File: config.mk
export PLATFORM = sky130hd
export DESIGN_NAME = pplc_top
export DESIGN_NICKNAME = d
export VERILOG_FILES = /design/src/rtl/pplc_hold_timer.v /design/src/rtl/pplc_top.v
export VERILOG_INCLUDE_DIRS = /design/src /design/src/rtl
export SDC_FILE = /design/constraint.sdc
export NUM_CORES = 1
export LEC_CHECK = 0
export BUFFER_PORTS_ARGS = -buffer_cell sky130_fd_sc_hd__buf_2
export CAP_MARGIN = 20
export CORE_MARGIN = 2
export CORE_UTILIZATION = 48
export DETAILED_ROUTE_END_ITERATION = 12
export PLACE_DENSITY_LB_ADDON = 0.2
export SLEW_MARGIN = 20
export SYNTH_ARGS = -nofsm -noshare
export SYNTH_HDL_FRONTEND = slang
export SYNTH_SLANG_ARGS = --single-unit
File: constraint.sdc
create_clock -name pclk -period 3.6 [get_ports pclk]
set_input_delay 0.54 -clock pclk [delete_from_list [all_inputs] [get_ports pclk]]
set_output_delay 0.54 -clock pclk [all_outputs]
set_load 0.005 [all_outputs]
File: src/rtl/pplc_defs.vh
// Constants of the port link power control block: register offsets,
// field positions, reset values and timing figures.
// Assumes a 100 MHz core clock and a six-port switch, port 0 upstream.
`ifndef PPLC_DEFS_VH
`define PPLC_DEFS_VH

// Port count and timer field width
`define PPLC_NPORT 6
`define PPLC_TMR_W 12

// Register byte offsets on APB
`define PPLC_OFF_LINK_CTL 8'h00
`define PPLC_OFF_PM_PRIV 8'h04
`define PPLC_OFF_LINK_CTL2 8'h08
`define PPLC_OFF_LINK_STS2 8'h0C
`define PPLC_OFF_SER_CTL 8'h10
`define PPLC_OFF_PHY_CFG 8'h14
`define PPLC_OFF_PWR_STS 8'h18

// Field positions
`define PPLC_F_L1_EN 8
`define PPLC_F_DEEP_LSB 16
`define PPLC_F_CMPL_LSB 8
`define PPLC_F_VALID_LSB 8
`define PPLC_F_L1_REQ 8
`define PPLC_F_L1_IN 9

// Reset values
`define PPLC_RST_LINK_CTL 32'h0000_0000
`define PPLC_RST_PM_PRIV 32'h0040_0010
`define PPLC_RST_L0S_EN 6'h00
`define PPLC_RST_SHALLOW_IDLE_ENTRY_TIMER 12'h010
`define PPLC_RST_DEEP_IDLE_ENTRY_TIMER 12'h040
`define PPLC_RST_XLDIS 6'h3F
`define PPLC_RST_SDE 6'h3F
`define PPLC_RST_CMPL 6'h3F
`define PPLC_RST_LSE 6'h00
`define PPLC_XLINK_MODE 3'h4

// Timing figures: times in ms, clock in kHz
`define PPLC_CLK_KHZ 100000
`define PPLC_ACT_HOLD_MS 200
`define PPLC_IND_UPD_MS 40

`endif

File: src/rtl/pplc_hold_timer.v
// Entry timer: flags when a condition has held without a break for
// more than a programmed number of clock cycles.
// Assumes cond and en are synchronous to pclk.
`timescale 1ns/1ps
`default_nettype none
`include "pplc_defs.vh"

module pplc_hold_timer (
  // Clock and reset
  input wire pclk,
  input wire presetn,
  // Control
  input wire en,
  input wire cond,
  input wire [`PPLC_TMR_W-1:0] limit,
  // Result
  output reg expired_ff
);

  // Cycles the condition has held so far
  reg [`PPLC_TMR_W-1:0] cnt_ff;

  // Any break in the condition restarts the count from zero
  always @(posedge pclk or negedge presetn)
  begin
    if (!presetn)
    begin
      cnt_ff <= {`PPLC_TMR_W{1'b0}};
      expired_ff <= 1'b0;
    end
    else if (!en || !cond)
    begin
      // Disabled or condition broken
      cnt_ff <= {`PPLC_TMR_W{1'b0}};
      expired_ff <= 1'b0;
    end
    else if (cnt_ff >= limit)
    begin
      // Held long enough; stays set while the condition holds
      expired_ff <= 1'b1;
    end
    else
    begin
      cnt_ff <= cnt_ff + {{(`PPLC_TMR_W-1){1'b0}}, 1'b1};
    end
  end

endmodule
`default_nettype wire

File: src/rtl/pplc_top.v
// Port link power control for a six-port switch: ASPM entry, status
// indicators, de-emphasis choice, low-swing and crosslink control.
// Assumes port 0 is upstream, LTSSM status inputs synchronous to pclk.
// What this block does
// - ASPM enable lets hardware start transitions itself
// - L0s timer sets required condition hold time
// - Upstream L0s needs active downstream receivers L0s
// - Upstream L0s needs no TLP or no credits
// - Upstream L0s needs no pending DLLP
// - Downstream L0s needs upstream receivers in L0s
// - Downstream L0s needs idle TLP and DLLP
// - L1 timer expiry in L0/L0s requests L1
// - Only upstream port requests L1
// - Ack enters L1, nak falls to L0s
// - Upstream L1 needs active downstream ports L1
// - Link-up indicator follows data link layer state
// - Activity indicator on non-vendor TLP traffic
// - Activity held 200 ms, retriggered by traffic
// - Indicators refreshed once per 40 ms period
// - Gen1 uses -3.5dB; Gen2 uses selectable field
// - One de-emphasis setting for whole link
// - De-emphasis chosen in Recovery, upstream component decides
// - Upstream port advertises field, adopts partner decision
// - Downstream ports ignore partner, use own field
// - Low swing forces de-emphasis off, status invalid
// - Crosslink disable resets 1 except mode 4
//
// Chosen here: the placing of the registers and register access over APB.
`timescale 1ns/1ps
`default_nettype none
`include "pplc_defs.vh"

module pplc_top #(
  parameter ACT_HOLD_CYC = `PPLC_ACT_HOLD_MS * `PPLC_CLK_KHZ,
  parameter IND_UPD_CYC = `PPLC_IND_UPD_MS * `PPLC_CLK_KHZ
) (
  // Clock and reset
  input wire pclk,
  input wire presetn,
  // APB slave
  input wire psel,
  input wire penable,
  input wire pwrite,
  input wire [7:0] paddr,
  input wire [31:0] pwdata,
  output reg [31:0] prdata_ff,
  output reg pready_ff,
  output reg pslverr_ff,
  // Strap
  input wire [2:0] switch_operating_mode,
  // Per-port link status from the LTSSM and data link layer
  input wire [5:0] port_dl_up,
  input wire [5:0] port_dev_d3,
  input wire [5:0] port_rx_l0s,
  input wire [5:0] port_in_l1,
  input wire [5:0] port_in_l0_l0s,
  input wire [5:0] port_in_recovery,
  input wire [5:0] port_in_compliance,
  input wire [5:0] port_rate_5g,
  // Per-port transmit backlog and traffic
  input wire [5:0] port_tlp_pend,
  input wire [5:0] port_fc_none,
  input wire [5:0] port_dllp_pend,
  input wire [5:0] port_tlp_seen,
  // Upstream partner answers and decisions
  input wire up_l1_ack,
  input wire up_l1_nak,
  input wire up_partner_deemph_6db,
  // Link power requests
  output reg [5:0] port_l0s_req_ff,
  output reg up_l1_req_ff,
  output reg up_l1_enter_ff,
  output reg up_l0s_fallback_ff,
  // Indicators, active low
  output reg [5:0] port_link_up_indicator_n_ff,
  output reg [5:0] port_activity_indicator_n_ff,
  // Transmitter control
  output reg [5:0] tx_deemph_6db_ff,
  output reg [5:0] tx_deemph_off_ff,
  output reg [5:0] tx_low_swing_ff,
  output reg up_adv_deemph_6db_ff,
  output reg [5:0] crosslink_en_ff
);

  // L1 request sequencer states
  localparam [1:0] L1_IDLE = 2'b00;
  localparam [1:0] L1_REQ = 2'b01;
  localparam [1:0] L1_HOLD = 2'b10;

  // Reload values of the long counters, cut to the counter widths
  localparam integer ACT_LOAD_I = ACT_HOLD_CYC - 1;
  localparam integer UPD_LOAD_I = IND_UPD_CYC - 1;
  localparam [24:0] ACT_LOAD = ACT_LOAD_I[24:0];
  localparam [21:0] UPD_LOAD = UPD_LOAD_I[21:0];

  // True when each downstream port is parked, down or ready
  function ds_all;
    input [5:0] parked;
    input [5:0] up;
    input [5:0] ready;
    integer k;
    begin
      ds_all = 1'b1;
      for (k = 1; k < `PPLC_NPORT; k = k + 1)
        if (!(parked[k] || !up[k] || ready[k]))
          ds_all = 1'b0;
    end
  endfunction

  // Software-visible registers and the strap-done flag
  reg [5:0] l0s_en_ff;
  reg l1_en_ff;
  reg [`PPLC_TMR_W-1:0] shallow_idle_entry_timer_ff;
  reg [`PPLC_TMR_W-1:0] deep_idle_entry_timer_ff;
  reg [5:0] selectable_deemph_field_ff;
  reg [5:0] cmpl_deemph_ff;
  reg [5:0] low_swing_on_bit_ff;
  reg [5:0] cross_connection_disable_bit_ff;
  reg strap_done_ff;

  // Link power state
  reg [1:0] l1_state_ff;
  reg [1:0] nxt_l1_state;
  reg [21:0] upd_cnt_ff;
  wire upd_tick;
  wire [5:0] l0s_cond;
  wire [5:0] l0s_expired;
  wire l1_cond;
  wire l1_expired;
  wire [5:0] tx_idle;
  wire [5:0] port_active;

  // APB decode
  wire setup = psel && !penable;
  wire wr_en = psel && penable && pready_ff && pwrite;
  reg [31:0] rd_mux;
  reg rd_hit;

  // Transmit side idle: no TLP or no credits, and no DLLP
  assign tx_idle = (~port_tlp_pend | port_fc_none) & ~port_dllp_pend;

  // Upstream L0s waits for active downstream receivers
  assign l0s_cond[0] = tx_idle[0] &&
    ds_all(port_dev_d3, port_dl_up, port_rx_l0s);

  // Downstream L0s waits for the upstream receivers
  genvar g;
  generate
    for (g = 1; g < `PPLC_NPORT; g = g + 1)
    begin : g_ds_cond
      assign l0s_cond[g] = tx_idle[g] && port_rx_l0s[0];
    end
  endgenerate

  // One entry timer per port; L0s enable gates it
  generate
    for (g = 0; g < `PPLC_NPORT; g = g + 1)
    begin : g_l0s
      pplc_hold_timer u_l0s_tmr (
        .pclk(pclk),
        .presetn(presetn),
        .en(l0s_en_ff[g]),
        .cond(l0s_cond[g]),
        .limit(shallow_idle_entry_timer_ff),
        .expired_ff(l0s_expired[g])
      );
    end
  endgenerate

  // L1 only considered on the upstream port
  assign l1_cond = tx_idle[0] &&
    ds_all(port_dev_d3, port_dl_up, port_in_l1);

  pplc_hold_timer u_l1_tmr (
    .pclk(pclk),
    .presetn(presetn),
    .en(l1_en_ff),
    .cond(l1_cond),
    .limit(deep_idle_entry_timer_ff),
    .expired_ff(l1_expired)
  );

  // L1 sequencer: request, then wait for the partner's answer
  always @*
  begin
    nxt_l1_state = l1_state_ff;
    case (l1_state_ff)
      L1_IDLE:
        if (l1_expired && port_in_l0_l0s[0])
          nxt_l1_state = L1_REQ;
      L1_REQ:
        if (up_l1_ack || up_l1_nak)
          nxt_l1_state = L1_HOLD;
      L1_HOLD:
        // Re-arm only after the conditions break, so no request storm
        if (!l1_expired)
          nxt_l1_state = L1_IDLE;
      default:
        nxt_l1_state = L1_IDLE;
    endcase
  end

  // Sequencer registers and request outputs
  always @(posedge pclk or negedge presetn)
  begin
    if (!presetn)
    begin
      l1_state_ff <= L1_IDLE;
      up_l1_req_ff <= 1'b0;
      up_l1_enter_ff <= 1'b0;
      up_l0s_fallback_ff <= 1'b0;
      port_l0s_req_ff <= 6'h00;
    end
    else
    begin
      l1_state_ff <= nxt_l1_state;
      up_l1_req_ff <= (nxt_l1_state == L1_REQ);
      // Acknowledge wins if both arrive together
      up_l1_enter_ff <= (l1_state_ff == L1_REQ) && up_l1_ack;
      up_l0s_fallback_ff <= (l1_state_ff == L1_REQ) && !up_l1_ack &&
        up_l1_nak;
      port_l0s_req_ff <= l0s_expired;
    end
  end

  // Shared indicator refresh period
  assign upd_tick = (upd_cnt_ff == 22'h00_0000);

  always @(posedge pclk or negedge presetn)
  begin
    if (!presetn)
      upd_cnt_ff <= 22'h00_0000;
    else if (upd_tick)
      upd_cnt_ff <= UPD_LOAD;
    else
      upd_cnt_ff <= upd_cnt_ff - 22'h00_0001;
  end

  // Per-port activity stretch and indicator refresh
  generate
    for (g = 0; g < `PPLC_NPORT; g = g + 1)
    begin : g_ind
      reg [24:0] act_cnt_ff;
      // Each new TLP reloads the full hold time
      always @(posedge pclk or negedge presetn)
      begin
        if (!presetn)
          act_cnt_ff <= 25'h000_0000;
        else if (port_tlp_seen[g])
          act_cnt_ff <= ACT_LOAD;
        else if (act_cnt_ff != 25'h000_0000)
          act_cnt_ff <= act_cnt_ff - 25'h000_0001;
      end
      assign port_active[g] = port_tlp_seen[g] || (act_cnt_ff != 25'h000_0000);
      // Outputs change only on the refresh tick, like the expander pins
      always @(posedge pclk or negedge presetn)
      begin
        if (!presetn)
        begin
          port_link_up_indicator_n_ff[g] <= 1'b1;
          port_activity_indicator_n_ff[g] <= 1'b1;
        end
        else if (upd_tick)
        begin
          port_link_up_indicator_n_ff[g] <= !port_dl_up[g];
          port_activity_indicator_n_ff[g] <= !port_active[g];
        end
      end
    end
  endgenerate

  // De-emphasis per port; one value drives all lanes of the link
  generate
    for (g = 0; g < `PPLC_NPORT; g = g + 1)
    begin : g_deemph
      // Field value 1 selects -3.5dB, 0 selects -6.0dB
      wire pick_6db = (g == 0) ? up_partner_deemph_6db :
        !selectable_deemph_field_ff[g];
      always @(posedge pclk or negedge presetn)
      begin
        if (!presetn)
        begin
          tx_deemph_6db_ff[g] <= 1'b0;
          tx_deemph_off_ff[g] <= 1'b0;
          tx_low_swing_ff[g] <= 1'b0;
        end
        else
        begin
          tx_low_swing_ff[g] <= low_swing_on_bit_ff[g];
          tx_deemph_off_ff[g] <= low_swing_on_bit_ff[g];
          if (low_swing_on_bit_ff[g] || !port_rate_5g[g])
            tx_deemph_6db_ff[g] <= 1'b0;
          else if (port_in_compliance[g])
            tx_deemph_6db_ff[g] <= !cmpl_deemph_ff[g];
          else if (port_in_recovery[g])
            tx_deemph_6db_ff[g] <= pick_6db;
        end
      end
    end
  endgenerate

  // Upstream advertisement and crosslink enable
  always @(posedge pclk or negedge presetn)
  begin
    if (!presetn)
    begin
      up_adv_deemph_6db_ff <= 1'b0;
      crosslink_en_ff <= 6'h00;
    end
    else
    begin
      up_adv_deemph_6db_ff <= !selectable_deemph_field_ff[0];
      crosslink_en_ff <= ~cross_connection_disable_bit_ff;
    end
  end

  // Register read mux; unmapped offsets read zero with an error
  always @*
  begin
    rd_mux = 32'h0000_0000;
    rd_hit = 1'b1;
    case (paddr)
      `PPLC_OFF_LINK_CTL:
      begin
        rd_mux[5:0] = l0s_en_ff;
        rd_mux[`PPLC_F_L1_EN] = l1_en_ff;
      end
      `PPLC_OFF_PM_PRIV:
      begin
        rd_mux[`PPLC_TMR_W-1:0] = shallow_idle_entry_timer_ff;
        rd_mux[`PPLC_F_DEEP_LSB +: `PPLC_TMR_W] = deep_idle_entry_timer_ff;
      end
      `PPLC_OFF_LINK_CTL2:
      begin
        rd_mux[5:0] = selectable_deemph_field_ff;
        rd_mux[`PPLC_F_CMPL_LSB +: 6] = cmpl_deemph_ff;
      end
      `PPLC_OFF_LINK_STS2:
      begin
        // Current value invalid while low swing is on
        rd_mux[5:0] = ~tx_deemph_6db_ff & ~low_swing_on_bit_ff;
        rd_mux[`PPLC_F_VALID_LSB +: 6] = ~low_swing_on_bit_ff;
      end
      `PPLC_OFF_SER_CTL:
        rd_mux[5:0] = low_swing_on_bit_ff;
      `PPLC_OFF_PHY_CFG:
        rd_mux[5:0] = cross_connection_disable_bit_ff;
      `PPLC_OFF_PWR_STS:
      begin
        rd_mux[5:0] = port_l0s_req_ff;
        rd_mux[`PPLC_F_L1_REQ] = up_l1_req_ff;
        rd_mux[`PPLC_F_L1_IN] = port_in_l1[0];
      end
      default:
        rd_hit = 1'b0;
    endcase
  end

  // APB answer: no wait state, ready raised in the first cycle of the access phase
  always @(posedge pclk or negedge presetn)
  begin
    if (!presetn)
    begin
      pready_ff <= 1'b0;
      prdata_ff <= 32'h0000_0000;
      pslverr_ff <= 1'b0;
    end
    else
    begin
      pready_ff <= setup;
      prdata_ff <= (setup && !pwrite) ? rd_mux : 32'h0000_0000;
      pslverr_ff <= setup && !rd_hit;
    end
  end

  // Register writes, taken in the access cycle with ready high
  always @(posedge pclk or negedge presetn)
  begin
    if (!presetn)
    begin
      l0s_en_ff <= `PPLC_RST_L0S_EN;
      l1_en_ff <= 1'b0;
      shallow_idle_entry_timer_ff <= `PPLC_RST_SHALLOW_IDLE_ENTRY_TIMER;
      deep_idle_entry_timer_ff <= `PPLC_RST_DEEP_IDLE_ENTRY_TIMER;
      selectable_deemph_field_ff <= `PPLC_RST_SDE;
      cmpl_deemph_ff <= `PPLC_RST_CMPL;
      low_swing_on_bit_ff <= `PPLC_RST_LSE;
      cross_connection_disable_bit_ff <= `PPLC_RST_XLDIS;
      strap_done_ff <= 1'b0;
    end
    else
    begin
      // Mode strap sampled once, in the first cycle after release
      if (!strap_done_ff)
      begin
        strap_done_ff <= 1'b1;
        cross_connection_disable_bit_ff <=
          (switch_operating_mode == `PPLC_XLINK_MODE) ? 6'h00 : `PPLC_RST_XLDIS;
      end
      else if (wr_en && paddr == `PPLC_OFF_PHY_CFG)
        cross_connection_disable_bit_ff <= pwdata[5:0];
      if (wr_en)
      begin
        case (paddr)
          `PPLC_OFF_LINK_CTL:
          begin
            l0s_en_ff <= pwdata[5:0];
            l1_en_ff <= pwdata[`PPLC_F_L1_EN];
          end
          `PPLC_OFF_PM_PRIV:
          begin
            shallow_idle_entry_timer_ff <= pwdata[`PPLC_TMR_W-1:0];
            deep_idle_entry_timer_ff <= pwdata[`PPLC_F_DEEP_LSB +: `PPLC_TMR_W];
          end
          `PPLC_OFF_LINK_CTL2:
          begin
            selectable_deemph_field_ff <= pwdata[5:0];
            cmpl_deemph_ff <= pwdata[`PPLC_F_CMPL_LSB +: 6];
          end
          `PPLC_OFF_SER_CTL:
            low_swing_on_bit_ff <= pwdata[5:0];
          default:
            l1_en_ff <= l1_en_ff;
        endcase
      end
    end
  end

endmodule
`default_nettype wire

==> summary.md <==
| Metric | Value |
|---|---|
| CTS Sinks | `389` |
| IO Count | `203` |
| Core Box Area | `~42000 sq um` |
| DR pass1 iterations | `5` |
| Dominant synthesized flop cell | `dfrtp_1` |
| Mapped Cells | `2063` |
| Post-cts sizing count | `0` |
| CP required | `4100 ps` |
| Crit Path Max Fanout | `16` |
| CP cell instances | `inv_1 > ha_1 > a21o_1 > a211o_1 > a211oi_1 > nor2_1 > nor4b_1 > mux2i_1` |
| Worst slack at placement | `~580 ps` |
| CP Capture Type | `register` |
| Layout Nets | `~2500` |
| Unique masters post-synth | `69` |
| Area growth, synth to finish | `15.0%` |
| CP endpoint | `g_l0s[1].u_l0s_tmr.cnt_ff[11]$_DFFE_PN0P_` |
| Max Cap Viol | `0` |
| Power Total | `9.50 mW` |
| Total track usage | `23.3%` |
| FF-to-FF Start | `shallow_idle_entry_timer_ff[9]$_DFFE_PN0P_` |
| CTS tree | `yes` |
| YS warnings | `0` |
| Initial antenna violation count | `5` |
| Reg2reg end | `g_l0s[1].u_l0s_tmr.cnt_ff[11]$_DFFE_PN0P_` |
| DR WL/cell | `18.0 um` |
| Final ANT Viol Nets | `0` |
| Crit-path slowest cell | `nor4b_1` |
| Power density over cell area | `approximately 400 nW/um^2` |
| Setup tns final | `0 ps` |
| First-pass GRT wire length | `82500 um` |
| Relative slew slack | `between 30 and 40%` |
| Status | `complete, no violations` |
| Fmax | `328 MHz` |
| Unrepaired setup endpoints after global routing | `no` |
| Register area share after synthesis | `47.9%` |
| Die height | `around 210 um` |
| Die area | `44200 sq um` |
| Worst Setup SP | `shallow_idle_entry_timer_ff[9]$_DFFE_PN0P_` |
| Hpwl dp | `36300 um` |
| CP Launch Type | `register` |
| CTS max path bufs | `3` |
| Clock Root Buffer | `clkbuf_16` |
| Total Wirelength | `50800 um` |
| Share of layout cells above drive strength 1 | `17.4%` |
| Post-DR vias/cell | `5.72` |
| Worst Tran Pin Value | `~980 ps` |
| Via count | `16200` |
| Synth async-reset ratio | `100%` |
| 1st-iter DRT viols | `between 1000 and 1500` |
| Clk_skew | `14.6 ps` |
| Setup CP Type | `register to register` |
| DRC | `0` |
| Clock transition at the registers of the reported paths | `60 ps` |
| #FFs+latches synth | `between 300 and 400` |
| I/O Buffers | `184` |
| Leak | `9.86 nW` |
| Register-to-Register Setup Slack | `550 ps` |
| Worst path max stage delay | `520 ps` |
| Worst-skew pair later-pin latency | `580 ps` |
| Postcts setup bufs | `0` |
| Htree depth | `2` |
| Vias in the first global route | `15600` |
| Initial Util | `between 40% and 50%` |
| Peak VDD IR | `329 uV` |
| Fin crit share | `84.8%` |
| Syn avg cell area | `9.89 sq um` |
| EDFF count, synth | `0` |
| Largest net degree at the start of global routing | `between 80 and 90` |
| Number of CTS-inserted buffers | `45` |
| Synth Cell Area | `20400 sq um` |
| Total gr overflow | `0` |
| Reg2Reg Depth | `8` |
| Setup ws final | `549 ps` |
| Fin. Hold Viols | `0` |
| Final setup viols | `0` |
| Worst Hold Class | `input port to register` |
| Worst EP arrival | `~3600 ps` |
| GPL Wtd Cong | `roughly 0.85` |
| Post-layout min period | `slightly above 3000 ps` |
| Final number of max-transition violations | `0` |
| Row cnt | `75` |
| DIE WIDTH | `210 um` |
where the power goes:
part	switching, mW	total [mW]	internal (mW)	leakage, nW
Sequential	0.0406	4.47	4.43	4.77
Clock	1.85	4.63	2.78	0.728
Combinational	0.268	0.406	0.138	4.36
stage by stage:
step                utilization (%)  hold slack [ps]  std cells  cell area, sq um
floorplan                         -              244       2068             20400
global placement               52.3              364       2740             21900
detailed placement             52.3              365       2740             21900
CTS                            55.9              104       2825             23500
global route                   55.9              144       2829             23500
finish                         55.9              125       2830             23500
area by class of cell:
type	count	area (sq um)
Clock buffer	69	1340
Tap cell	539	674
Clock inverter	15	164
Antenna cell	5	12.5
Sequential cell	389	9770
Timing Repair Buffer	213	1200
Multi-Input combinational cell	1518	9990
Inverter	82	308
Fill cell	3704	18500
cell usage after synthesis (all sizes together) (19+ instances only):
| cell | instances | share of area, % |
|---|---|---|
| a21oi | 115 | 2.8 |
| and3 | 26 | 0.80 |
| buf | 19 | 0.62 |
| clkbuf | 60 | 1.1 |
| dfrtp | 357 | 44 |
| dfstp | 32 | 4.1 |
| ha | 105 | 6.4 |
| inv | 81 | 1.5 |
| mux2 | 56 | 3.1 |
| nand2 | 164 | 3.1 |
| nand2b | 56 | 1.7 |
| nand3 | 66 | 1.6 |
| nand4 | 31 | 0.95 |
| nor2 | 187 | 3.4 |
| nor3 | 62 | 1.5 |
| nor4 | 65 | 2.1 |
| o21ai | 96 | 2.4 |
| o31ai | 32 | 1.2 |
| or3 | 50 | 1.5 |
| or4 | 48 | 1.8 |
| xnor2 | 64 | 2.7 |
| xor2 | 64 | 2.7 |
sequential cells by signal, indices dropped and copies added, names as in the netlist, 6 cells and up:
register,flops
tx_deemph_6db_ff,6
g_l0s.u_l0s_tmr.cnt_ff,72
cross_connection_disable_bit_ff,6
port_l0s_req_ff,6
tx_low_swing_ff,6
selectable_deemph_field_ff,6
prdata_ff,26
g_ind.act_cnt_ff,150
cmpl_deemph_ff,6
upd_cnt_ff,22
crosslink_en_ff,6
port_link_up_indicator_n_ff,6
low_swing_on_bit_ff,6
shallow_idle_entry_timer_ff,12
deep_idle_entry_timer_ff,12
l0s_en_ff,6
port_activity_indicator_n_ff,6
u_l1_tmr.cnt_ff,12
g_l0s.u_l0s_tmr.expired_ff,6
logic make-up (layout without fill, tap and decap cells):
| kind of cell | Yosys count | count (layout) | synth area share, % |
|---|---|---|---|
| other | 2 | 12 | 0.0368 |
| buffers and inverters | 161 | 379 | 3.24 |
| adders and majority gates | 105 | 105 | 6.44 |
| and+or+nand+nor | 851 | 851 | 22.3 |
| xor gates and xnor gates | 128 | 128 | 5.49 |
| muxes | 69 | 69 | 3.79 |
| DFF | 389 | 389 | 47.9 |
| AOI/OAI and AO/OA | 358 | 358 | 10.8 |
critical path, delay by kind of cell (launching register included):
family / cells / cell delay, ps
compound gates: 3 / 850
fa+ha+maj: 1 / 320
buf+inv: 1 / 330
flops: 1 / 390
mux: 1 / 230
simple gates: 2 / 860
placed cells by master, fill, tap and decap left out, drive strengths merged, types with 56 or more instances in the layout:
cell type / netlist / routed
dfrtp: 357 / 357
buf: 19 / 212
nor2: 187 / 187
nand2: 164 / 164
a21oi: 115 / 115
ha: 105 / 105
o21ai: 96 / 96
inv: 81 / 82
clkbuf: 60 / 69
nand3: 66 / 66
nor4: 65 / 65
xnor2: 64 / 64
xor2: 64 / 64
nor3: 62 / 62
nand2b: 56 / 56
mux2: 56 / 56
per-layer routing:
| metal | part of all wire (%) | global-route usage (%) |
|---|---|---|
| met5 | 0.016 | 0 |
| met4 | 3.1 | 8.78 |
| met3 | 5.6 | 3.68 |
| met2 | 46 | 37.0 |
| met1 | 45 | 32.4 |
worst min path at each step:
stage / cells after the start / to / start
4_1_cts: 2 / port_link_up_indicator_n_ff[0]$_DFFE_PN1P_ / port_dl_up[0]
5_1_grt: 2 / port_link_up_indicator_n_ff[0]$_DFFE_PN1P_ / port_dl_up[0]
3_3_place_gp: 0 / port_l0s_req_ff[3]$_DFF_PN0_ / g_l0s[3].u_l0s_tmr.expired_ff$_DFFE_PN0P_
3_5_place_dp: 0 / port_l0s_req_ff[5]$_DFF_PN0_ / g_l0s[5].u_l0s_tmr.expired_ff$_DFFE_PN0P_
6_report: 2 / port_link_up_indicator_n_ff[0]$_DFFE_PN1P_ / port_dl_up[0]
2_1_floorplan: 0 / crosslink_en_ff[0]$_DFF_PN0_ / presetn
what timing repair did:
action | 4_1_cts | 5_1_grt
hold buffers | 1 | 0
endpoints found under the setup margin | 0 | 0
endpoints found under the hold margin | 55 | 0
Note: power is estimated with default switching activity, not from simulation.
